===== config.mk =====
export PLATFORM = sky130hd
export DESIGN_NAME = interrupt_request_flags
export DESIGN_NICKNAME = d
export VERILOG_FILES = /design/src/logic/irq_flags_pkg.sv /design/src/logic/pin_edge_detect.sv /design/src/logic/wrap_detect.sv /design/src/logic/interrupt_request_flags.sv
export SDC_FILE = /design/constraint.sdc
export NUM_CORES = 1
export LEC_CHECK = 0
export ABC_CLOCK_PERIOD_IN_PS = 2300
export BUFFER_PORTS_ARGS = -buffer_cell sky130_fd_sc_hd__buf_2
export CAP_MARGIN = 20
export CELL_PAD_IN_SITES_DETAIL_PLACEMENT = 0
export CELL_PAD_IN_SITES_GLOBAL_PLACEMENT = 1
export CORE_ASPECT_RATIO = 0.8
export CORE_MARGIN = 2
export CORE_UTILIZATION = 41
export CTS_CLUSTER_DIAMETER = 80
export DETAILED_ROUTE_END_ITERATION = 7
export PLACE_DENSITY_LB_ADDON = 0.1
export SYNTH_ARGS = -nofsm -noshare
export SYNTH_HDL_FRONTEND = slang
export SYNTH_SLANG_ARGS = --single-unit
export TNS_END_PERCENT = 100

===== constraint.sdc =====
create_clock -name sys_clk -period 2.3 [get_ports sys_clk]
set_input_delay 0.115 -clock sys_clk [delete_from_list [all_inputs] [get_ports sys_clk]]
set_output_delay 0.115 -clock sys_clk [all_outputs]
set_load 0.02 [all_outputs]

===== src/logic/irq_flags_pkg.sv =====
// Package for the interrupt request flag block: register map, field positions,
// reset values and edge-select encodings.
// Assumes a plain address/strobe register port with read data one cycle later.
package irq_flags_pkg;

   // ********************************************************************
   // Register offsets
   // ********************************************************************
   localparam int          ADDR_W              = 4;
   localparam logic [3:0]  OFS_PIN_TIMER_FLAGS = 4'h0;
   localparam logic [3:0]  OFS_PERIPH_FLAGS    = 4'h1;
   localparam logic [3:0]  OFS_PIN_TIMER_EN    = 4'h2;
   localparam logic [3:0]  OFS_PERIPH_EN       = 4'h3;
   localparam logic [3:0]  OFS_EDGE_SELECT     = 4'h4;
   localparam logic [3:0]  OFS_CONTROL         = 4'h5;

   // ********************************************************************
   // Field positions, first flag register
   // ********************************************************************
   localparam int BIT_INTERVAL_TIMER = 7;
   localparam int BIT_ALWAYS_ONE     = 5;
   localparam int BIT_EVENT_PIN      = 2;
   localparam int BIT_EXT_PIN1       = 1;
   localparam int BIT_EXT_PIN0       = 0;

   // ********************************************************************
   // Field positions, second flag register
   // ********************************************************************
   localparam int BIT_DIRECT_TRANS   = 7;
   localparam int BIT_CONV_END       = 6;
   localparam int BIT_COMPARE_HIGH   = 3;
   localparam int BIT_COMPARE_LOW    = 2;
   localparam int BIT_EVENT_COUNTER  = 0;

   // ********************************************************************
   // Control register fields
   // ********************************************************************
   localparam int BIT_EVENT_PIN_EDGE   = 0;
   localparam int BIT_EVENT_PIN_MODE   = 1;
   localparam int BIT_EXT_PIN0_MODE    = 2;
   localparam int BIT_EXT_PIN1_MODE    = 3;

   // ********************************************************************
   // Masks and reset values
   // ********************************************************************
   localparam logic [7:0] PIN_TIMER_MASK   = 8'h87;
   localparam logic [7:0] PERIPH_MASK      = 8'hcd;
   localparam logic [7:0] PIN_TIMER_ONES   = 8'h20;
   localparam logic [7:0] EDGE_SEL_ONES    = 8'he0;
   localparam logic [7:0] FLAGS_RESET      = 8'h00;
   localparam logic [7:0] ENABLE_RESET     = 8'h00;
   localparam logic [1:0] EDGE_SEL_RESET   = 2'h0;
   localparam logic [7:0] CONTROL_RESET    = 8'h00;
   localparam logic [7:0] COUNTER_MAX      = 8'hff;

   typedef enum logic {
      EDGE_FALLING = 1'b0,
      EDGE_RISING  = 1'b1
   } edge_sel_t;

endpackage


===== src/logic/pin_edge_detect.sv =====
// Synchronises one asynchronous pin and flags the selected edge.
// Assumes the pin is asynchronous to sys_clk; output is a one-cycle pulse.
`timescale 1ns/1ps
module pin_edge_detect
   import irq_flags_pkg::*;
(
   input  wire logic sys_clk,
   input  wire logic reset_n,
   input  wire logic pinIn,
   input  wire logic risingSel,
   output logic      edgePulse
);

   logic stage1_q;
   logic stage2_q;
   logic stage3_q;

   // Pin passes three flops; a change counts once the second and third differ.
   always_ff @(posedge sys_clk or negedge reset_n) begin
      if (!reset_n) begin
         stage1_q <= 1'b1;
         stage2_q <= 1'b1;
         stage3_q <= 1'b1;
      end else begin
         stage1_q <= pinIn;
         stage2_q <= stage1_q;
         stage3_q <= stage2_q;
      end
   end

   wire logic riseSeen = stage2_q & ~stage3_q;
   wire logic fallSeen = ~stage2_q & stage3_q;

   assign edgePulse = risingSel ? riseSeen : fallSeen;

endmodule


===== src/logic/wrap_detect.sv =====
// Detects an 8-bit counter stepping from its maximum value to zero.
// Assumes the counter value arrives from logic on the same clock.
`timescale 1ns/1ps
module wrap_detect
   import irq_flags_pkg::*;
(
   input  wire logic       sys_clk,
   input  wire logic       reset_n,
   input  wire logic [7:0] countIn,
   output logic            wrapPulse
);

   logic [7:0] prev_q;

   always_ff @(posedge sys_clk or negedge reset_n) begin
      if (!reset_n) begin
         prev_q <= 8'h00;
      end else begin
         prev_q <= countIn;
      end
   end

   assign wrapPulse = (prev_q == COUNTER_MAX) && (countIn == 8'h00);

endmodule


===== src/logic/interrupt_request_flags.sv =====
// Two 8-bit interrupt request flag registers with enables and edge selects.
// Assumes event strobes from peripherals are one-cycle pulses on sys_clk and
// request pins are asynchronous.
//
// Decided for this implementation: the address-and-strobe port and the address map.
`timescale 1ns/1ps

// Summary of operation
// - Set interval timer flag, bit 7, when its counter wraps FF to 00.
// - Accepting an interrupt never clears a flag.
// - Writing 0 clears a flag; writing 1 leaves it unchanged.
// - Set bit 2 on the selected event pin edge when in interrupt mode.
// - Set bit 1 or 0 on the selected external pin edge in interrupt mode.
// - Bit 5 of the first register always reads 1, ignores writes.
// - Set bit 7 of second register on sleep direct transition with enable.
// - Set bit 6 when conversion ends and start/busy falls to 0.
// - Set bit 3 on high compare match (8-bit) or combined match (16-bit).
// - Set bit 2 on low compare match in 8-bit mode.
// - Set bit 0 on high overflow (16-bit) or either overflow (8-bit).
// - Edge select 0 means falling, 1 rising; both reset to 0.
// - A flag requests an interrupt only while its enable bit is 1.
module interrupt_request_flags
   import irq_flags_pkg::*;
(
   input  wire logic              sys_clk,
   input  wire logic              reset_n,
   input  wire logic [ADDR_W-1:0] regAddr,
   input  wire logic [7:0]        regWdata,
   input  wire logic              regWrite,
   input  wire logic              regRead,
   output logic      [7:0]        regRdata,
   input  wire logic [7:0]        intervalCount,
   input  wire logic              event_edge_pin,
   input  wire logic              ext_request_pin1,
   input  wire logic              ext_request_pin0,
   input  wire logic              sleepDirectTransition,
   input  wire logic              direct_transition_enable,
   input  wire logic              conversion_start_busy,
   input  wire logic              timer16Mode,
   input  wire logic [7:0]        compare_counter_high,
   input  wire logic [7:0]        compare_value_high,
   input  wire logic [7:0]        compare_counter_low,
   input  wire logic [7:0]        compare_value_low,
   input  wire logic              counter16Mode,
   input  wire logic              eventHighOverflow,
   input  wire logic              eventLowOverflow,
   output logic      [7:0]        pinTimerRequest,
   output logic      [7:0]        periphRequest
);

   // ********************************************************************
   // Registers
   // ********************************************************************
   logic [7:0] pinTimerFlags_q;
   logic [7:0] pinTimerFlags_d;
   logic [7:0] periphFlags_q;
   logic [7:0] periphFlags_d;
   logic [7:0] pinTimerEn_q;
   logic [7:0] periphEn_q;
   logic [1:0] edgeSel_q;
   logic [7:0] control_q;
   logic       busyPrev_q;
   logic       matchHighPrev_q;
   logic       matchLowPrev_q;
   logic [7:0] rdata_q;

   // ********************************************************************
   // Event sources
   // ********************************************************************
   logic intervalWrap;
   logic eventPinEdge;
   logic ext1Edge;
   logic ext0Edge;

   wrap_detect u_wrap (
      .sys_clk   (sys_clk),
      .reset_n   (reset_n),
      .countIn   (intervalCount),
      .wrapPulse (intervalWrap)
   );

   pin_edge_detect u_event_pin (
      .sys_clk   (sys_clk),
      .reset_n   (reset_n),
      .pinIn     (event_edge_pin),
      .risingSel (control_q[BIT_EVENT_PIN_EDGE]),
      .edgePulse (eventPinEdge)
   );

   pin_edge_detect u_ext_pin1 (
      .sys_clk   (sys_clk),
      .reset_n   (reset_n),
      .pinIn     (ext_request_pin1),
      .risingSel (edgeSel_q[1]),
      .edgePulse (ext1Edge)
   );

   pin_edge_detect u_ext_pin0 (
      .sys_clk   (sys_clk),
      .reset_n   (reset_n),
      .pinIn     (ext_request_pin0),
      .risingSel (edgeSel_q[0]),
      .edgePulse (ext0Edge)
   );

   // Compare matches are taken on their first cycle so a held match sets once.
   wire logic matchHigh16 = timer16Mode &&
                            ({compare_counter_high, compare_counter_low} ==
                             {compare_value_high, compare_value_low});
   wire logic matchHigh8  = !timer16Mode && (compare_counter_high == compare_value_high);
   wire logic matchHigh   = matchHigh16 | matchHigh8;
   wire logic matchLow    = !timer16Mode && (compare_counter_low == compare_value_low);

   wire logic setIntervalTimer = intervalWrap;
   wire logic setEventPin  = eventPinEdge & control_q[BIT_EVENT_PIN_MODE];
   wire logic setExtPin1   = ext1Edge & control_q[BIT_EXT_PIN1_MODE];
   wire logic setExtPin0   = ext0Edge & control_q[BIT_EXT_PIN0_MODE];
   wire logic setDirect    = sleepDirectTransition & direct_transition_enable;
   wire logic setConvEnd   = busyPrev_q & ~conversion_start_busy;
   wire logic setCmpHigh   = matchHigh & ~matchHighPrev_q;
   wire logic setCmpLow    = matchLow & ~matchLowPrev_q;
   wire logic setEventCnt  = counter16Mode ? eventHighOverflow
                                           : (eventHighOverflow | eventLowOverflow);

   wire logic [7:0] pinTimerSet = 8'({setIntervalTimer, 4'h0, setEventPin, setExtPin1, setExtPin0});
   wire logic [7:0] periphSet   = 8'({setDirect, setConvEnd, 2'h0, setCmpHigh, setCmpLow,
                                      1'b0, setEventCnt});

   // ********************************************************************
   // Register decode
   // ********************************************************************
   wire logic wrPinTimerFlags = regWrite && (regAddr == OFS_PIN_TIMER_FLAGS);
   wire logic wrPeriphFlags   = regWrite && (regAddr == OFS_PERIPH_FLAGS);
   wire logic wrPinTimerEn    = regWrite && (regAddr == OFS_PIN_TIMER_EN);
   wire logic wrPeriphEn      = regWrite && (regAddr == OFS_PERIPH_EN);
   wire logic wrEdgeSel       = regWrite && (regAddr == OFS_EDGE_SELECT);
   wire logic wrControl       = regWrite && (regAddr == OFS_CONTROL);

   // Writing 0 clears, writing 1 keeps; reserved bits always stay 0.
   function automatic logic [7:0] nextFlags(input logic [7:0] cur, input logic [7:0] set,
                                            input logic wr, input logic [7:0] wdata,
                                            input logic [7:0] mask);
      logic [7:0] kept;
      kept = wr ? (cur & wdata) : cur;
      return (kept | set) & mask;
   endfunction

   // No acceptance input exists, so only a write can clear a flag.
   assign pinTimerFlags_d = nextFlags(pinTimerFlags_q, pinTimerSet, wrPinTimerFlags,
                                      regWdata, PIN_TIMER_MASK);
   assign periphFlags_d   = nextFlags(periphFlags_q, periphSet, wrPeriphFlags,
                                      regWdata, PERIPH_MASK);

   always_ff @(posedge sys_clk or negedge reset_n) begin
      if (!reset_n) begin
         pinTimerFlags_q <= FLAGS_RESET;
         periphFlags_q   <= FLAGS_RESET;
      end else begin
         pinTimerFlags_q <= pinTimerFlags_d;
         periphFlags_q   <= periphFlags_d;
      end
   end

   always_ff @(posedge sys_clk or negedge reset_n) begin
      if (!reset_n) begin
         pinTimerEn_q <= ENABLE_RESET;
         periphEn_q   <= ENABLE_RESET;
         edgeSel_q    <= EDGE_SEL_RESET;
         control_q    <= CONTROL_RESET;
      end else begin
         if (wrPinTimerEn) begin
            pinTimerEn_q <= regWdata;
         end
         if (wrPeriphEn) begin
            periphEn_q <= regWdata;
         end
         if (wrEdgeSel) begin
            edgeSel_q <= regWdata[1:0];
         end
         if (wrControl) begin
            control_q <= regWdata & 8'h0f;
         end
      end
   end

   always_ff @(posedge sys_clk or negedge reset_n) begin
      if (!reset_n) begin
         busyPrev_q      <= 1'b0;
         matchHighPrev_q <= 1'b0;
         matchLowPrev_q  <= 1'b0;
      end else begin
         busyPrev_q      <= conversion_start_busy;
         matchHighPrev_q <= matchHigh;
         matchLowPrev_q  <= matchLow;
      end
   end

   // ********************************************************************
   // Read path
   // ********************************************************************
   // Bit 5 of the first flag register is a constant one.
   wire logic [7:0] pinTimerView = pinTimerFlags_q | PIN_TIMER_ONES;

   logic [7:0] rdMux;
   always_comb begin
      unique case (regAddr)
         OFS_PIN_TIMER_FLAGS: rdMux = pinTimerView;
         OFS_PERIPH_FLAGS:    rdMux = periphFlags_q;
         OFS_PIN_TIMER_EN:    rdMux = pinTimerEn_q;
         OFS_PERIPH_EN:       rdMux = periphEn_q;
         OFS_EDGE_SELECT:     rdMux = EDGE_SEL_ONES | {6'h00, edgeSel_q};
         OFS_CONTROL:         rdMux = control_q;
         default:             rdMux = 8'h00;
      endcase
   end

   // Reads have no side effect on the flags; data stand only in the next cycle.
   always_ff @(posedge sys_clk or negedge reset_n) begin
      if (!reset_n) begin
         rdata_q <= 8'h00;
      end else begin
         rdata_q <= regRead ? rdMux : 8'h00;
      end
   end

   assign regRdata = rdata_q;

   // ********************************************************************
   // Request outputs
   // ********************************************************************
   assign pinTimerRequest = pinTimerFlags_q & pinTimerEn_q & PIN_TIMER_MASK;
   assign periphRequest   = periphFlags_q & periphEn_q & PERIPH_MASK;

endmodule


# --- Word level (Yosys, flattened, before mapping) ---
# Cells that the tools add are included.
word_totals:
  ff_bits: 59
  input_bits: 66
  word_cells: 80
op_classes:
  eq_ne: 9
  muxes: 8
  bitwise_logic: 30
  n_reduce_logical: 13
op_table:
  columns: ["op", "n"]
  rows:
  - ["one-hot mux 8 bit (6 select lines)", 1]
  - ["AND 8 bit", 4]
  - ["two-way mux 8 bit", 3]
  - ["== test 16 bit", 1]
  - ["== test 8 bit", 2]
  - ["OR 8 bit", 2]
  - ["AND 1 bit", 13]
  - ["logical AND 1 bit", 10]
  - ["inverter 1 bit", 9]
  - ["== test 4 x 2 -> 1 bit (second input constant)", 2]
  - ["== test 4 x 3 -> 1 bit (second input constant)", 2]
  - ["== test 8 bit (second input constant)", 1]
  - ["zero test 8 bit", 1]
  - ["== test 4 x 1 -> 1 bit (second input constant)", 1]
  - ["zero test 4 bit", 1]
  - ["two-way mux 1 bit", 4]
  - ["OR 1 bit", 2]
  - ["zero test 1 bit", 1]

# --- Depth between registers and ports, before layout ---
logic_depth:
  depth_word: 5
  depth_mapped: 6
  ltp_nobuf: 4

# --- Hierarchy ---
# From an unflattened synthesis, not the netlist that was laid out.
unflattened:
  hier_cells: 227
  area_unflattened_um2: 2743.9
by_module_without_submodules:
  columns: ["mod", "n_inst", "cells_per_inst", "area_per_inst_um2", "seq_area_each_um2"]
  rows:
  - ["interrupt_request_flags", 1, 196, 2189.6, 1051.0]
  - ["pin_edge_detect", 3, 6, 101.3, 78.8]
  - ["wrap_detect", 1, 13, 250.2, 200.2]

# --- Worst setup path after synthesis ---
# OpenSTA, ideal clock, no wires.
synth_path:
  kind: "register to register"
  from: "reg control_q[0]"
  to: "reg rdata_q[0] (netlist: regRdata[0])"
  arrival_time_ps: 1177
  required_time_ps: 2172
  slack_ps: 995
  path_stages_with_launch: 4
  n_path_buf: 0
  synth_period_minus_slack_ps: 1305
  path_cell_list: "dfrtp_1 -> mux4_2 -> a222oi_1 -> nor2_1"
synth_between:
  elab_chain_cells: 2
synth_rtl:
  columns: ["item", "line", "source"]
  rows:
  - ["start, declared", "interrupt_request_flags.sv:61", "logic [7:0] control_q;"]
  - ["start signal, assigned", "interrupt_request_flags.sv:181", "control_q <= regWdata & 8'h0f;"]
  - ["one-hot mux 8 bit (6 select lines)", "interrupt_request_flags.sv:206", "unique case (regAddr)"]
  - ["two-way mux 8 bit", "interrupt_request_flags.sv:222", "rdata_q <= regRead ? rdMux : 8'h00;"]
  - ["end signal, assigned", "interrupt_request_flags.sv:222", null]
  - ["end, declared", "interrupt_request_flags.sv:65", "logic [7:0] rdata_q;"]
# No other way between the ends.
# A chain may end at the register's enable or synchronous reset.

# --- Worst setup path after layout ---
layout_path:
  from: "reg edgeSel_q[0]"
  to: "reg rdata_q[0] (netlist: regRdata[0])"
layout_between:
  elab_chain_cells: 2
layout_rtl:
  columns: ["item", "line", "source"]
  rows:
  - ["start, declared", "interrupt_request_flags.sv:60", "logic [1:0] edgeSel_q;"]
  - ["start signal, assigned", "interrupt_request_flags.sv:178", "edgeSel_q <= regWdata[1:0];"]
  - ["one-hot mux 8 bit (6 select lines)", "interrupt_request_flags.sv:206", null]
  - ["two-way mux 8 bit", "interrupt_request_flags.sv:222", null]
# No other way between the ends.

==> results.yml <==
clock_tree:
  clk_root_buffer_cell: "clkbuf_8"
  post_cts_buffers: 0
  cts_made_buffers: 9
  worst_skew_pair.late_latency_ns: 0.33
  cts_sinks: 59
  cts_tree: "built"
  ctsResizeCount: 0
  h-tree-depth: 3
  clockBufferDepth: 2
  clkTransAtPathRegs_ns: 0.06
timing:
  period_needed_ns: 1.39
  fmax_mhz: 718
  maxSlewHeadroom_pct: 61.1
  grt_setup_unrepaired: "false"
  fin_ws_ns: 0.906
  finalCritPeriodShare_pct: 60.6
  fin_setup_tns_ns: 0
  finalSetupViolations: 0
  worst_clock_skew_ns: 0.00406
  tightest_slew_ns: 0.581
  hold_violations: 0
  drv_slew: 0
floorplan:
  initial_utilization_pct: 41.8
  core_um2: 6280
  die_h_um: 75.5
  die_area_um2: 7060
  num_rows: 26
  io_pins: 90
  dieWidth_um: 93.4
critical_path:
  critPathBufInv: 0
  r2r-start: "edgeSel_q[0]"
  crit_family: "multiplexers"
  arrival_ns: 1.60
  crit_type: "reg -> reg"
  endpoint: "regRdata[0]"
  cp_num_cells: 3
  reg2reg_to: "regRdata[0]"
  slowest_delay_ns: 0.47
  worstPathMaxFanout: 4
  cp-end-kind: "flip-flop"
  crit_slowest_cell: "mux4_2"
  reg2regPathDepth: 3
  worstPathCellList: "mux4_2, a222oi_1, nor2_1"
  r2r_slack_ns: 0.91
  critPathLaunch: "edgeSel_q[0]"
  required_ns: 2.51
  cp-start-kind: "flip-flop"
power:
  pwr-share-clk_pct: 36.7
  switching_share_pct: 24.8
  p_per_area_nw_per_um2: 772
  pwr-share-seq_pct: 47.0
  p_leak_nw: 1.64
  intPower_w: 0.00202
  p_comb_share_pct: 16.2
  ir_drop_mv: 0.400
  p_switching_w: 0.000667
detailed_routing:
  drt-vias-per-instance: 4.91
  wl_per_cell_um: 14.1
  detail-route-antenna-nets: 0
  via_count: 2023
  drc: 0
  firstDrtPassIters: 4
  wirelength_um: 5790
  dr.first_iter.drc_count: 87
global_route:
  antenna_found_initial: 0
  track_usage_pct: 18.3
  grt-ovfl-total: 0
  grt_pass1_vias: 2029
  grt_pass1_wl_um: 9540
  grt_start_max_net_pins: 26
placement:
  gp_congestion: 0.755
  dp_slack_ns: 0.719
  dp_hpwl_um: 4180
  io_buffer_count: 82
synth:
  synth_area_um2: 2620
  ys_ff_latch: 59
  synth.most_common_cell: "dfrtp_1"
  syn_inst: 217
  netlist.area_leader.share_pct: 47.7
  avgSynthCellArea_um2: 12.1
  synth_top_cell_by_area: "dfrtp_1"
  ys.flop_type: "dfrtp_1"
  synth_edf_count: 0
  ys_top_cells_by_area: "dfrtp_1, mux2_2, dfstp_2"
  synth_cell_types: 37
  synth_common_cells: "dfrtp_1, mux2_2, o21ai_0, xor2_1"
  yosysWarnings: 0
  async_flop_share_pct: 100
  ys_seq_area_share_pct: 56.7
final_layout:
  drive_above_1_share_pct: 41.8
  nNetsFinal: 389
  area_growth_pct: 32.6
  diodes: 0
min_path:
  hold_start: "regWdata[4]"
  hold_path_class: "in -> reg"
job:
  cap_violations: 0
run_status:
  status: "completed"
[power by group through the flow]
stage | clock [W] | sequential [W] | combinational [W]
after floorplan | 0 | 0.00125 | 0.000272
after global placement | 0 | 0.00128 | 0.000412
after detailed placement | 0 | 0.00128 | 0.000417
after CTS | 0.00101 | 0.00126 | 0.000442
after global routing | 0.00106 | 0.00128 | 0.000487
final | 0.000986 | 0.00126 | 0.000436
[layer usage]
layer	GRT usage [%]	vias to the layer above	wire length [um]
met4	6.05	0	34
met2	30.8	83	2810
met3	6.13	4	380
met1	22.6	969	2570
met5	0	-	0
li1	-	967	-
[cell type report]
class / instances / area [um^2]
Inverter: 3 / 11.3
Sequential cell: 59 / 1490
Clock inverter: 1 / 30.0
Tap cell: 84 / 105
Timing Repair Buffer: 102 / 606
Clock buffer: 15 / 186
Multi-Input combinational cell: 148 / 1050
Fill cell: 569 / 2800
[sequential cells by signal (all words and copies together) (netlist names), 2 cells and up]
name             count
pinTimerEn_q         8
periphEn_q           8
control_q            4
u_wrap.prev_q        8
regRdata             8
edgeSel_q            2
periphFlags_q        5
pinTimerFlags_q      4
[through the flow]
step / hold WS, ns / instance area (um^2) / instances / utilization [%] / total power [W]
after floorplan: -0.181 / 2650 / 223 / - / 0.00152
after global placement: 0.130 / 3080 / 378 / 49.1 / 0.00169
after detailed placement: 0.128 / 3080 / 378 / 49.1 / 0.00170
after CTS: 0.0189 / 3480 / 412 / 55.4 / 0.00272
after global routing: 0.0215 / 3480 / 412 / 55.4 / 0.00283
final: 0.0330 / 3480 / 412 / 55.4 / 0.00268
[worst min path at each step]
stage	end	slack (ns)	cells past startpoint
finish	periphEn_q[4]	0.03	2
CTS	periphEn_q[4]	0.02	2
detailed placement	edgeSel_q[0]	0.13	1
floorplan	busyPrev_q	-0.18	0
global placement	edgeSel_q[0]	0.13	1
global route	periphEn_q[5]	0.02	2
[worst register-to-register path: stages (launching register included)]
cell      delay (ns)
dfrtp_1         0.42
mux4_2          0.47
a222oi_1        0.32
nor2_1          0.07
[cell usage in the layout, fill, tap and decap left out, drive strengths merged]
cell         count
o21ai           16
nor2b            3
nand4            3
nand2           16
nor2            14
and2             9
bufinv           1
a2bb2oi          1
a21oi            5
a31oi            1
conb             7
o311ai           1
a32oi            1
nand2b           1
a22oi            4
clkbuf          15
a21boi           1
xor2            16
o31ai            3
a222oi           2
inv              3
mux2            24
nand3b           1
nand3            4
dfrtp           50
buf             84
nor3b            5
dlygate4sd3     18
nor4             6
dfstp            9
and3b            1
mux4             1
mux2i            2
[kinds of logic (layout without fill, tap and decap cells)]
logic type             after synthesis  count (layout)  synth area share, %
AO/OA/AOI/OAI                       35              35                 8.30
AND/OR/NAND/NOR                     63              63                 13.5
multiplexers                        27              27                 11.9
flip-flops                          59              59                 56.7
other                                1               7                0.143
buffers and inverters               16             121                 4.06
XOR/XNOR                            16              16                 5.34
[repair_timing]
action	in CTS	in global routing
hold endpoints to repair	31	0
endpoints found under the setup margin	0	0
hold buffers	18	0
(Power assumes the default switching activity.)
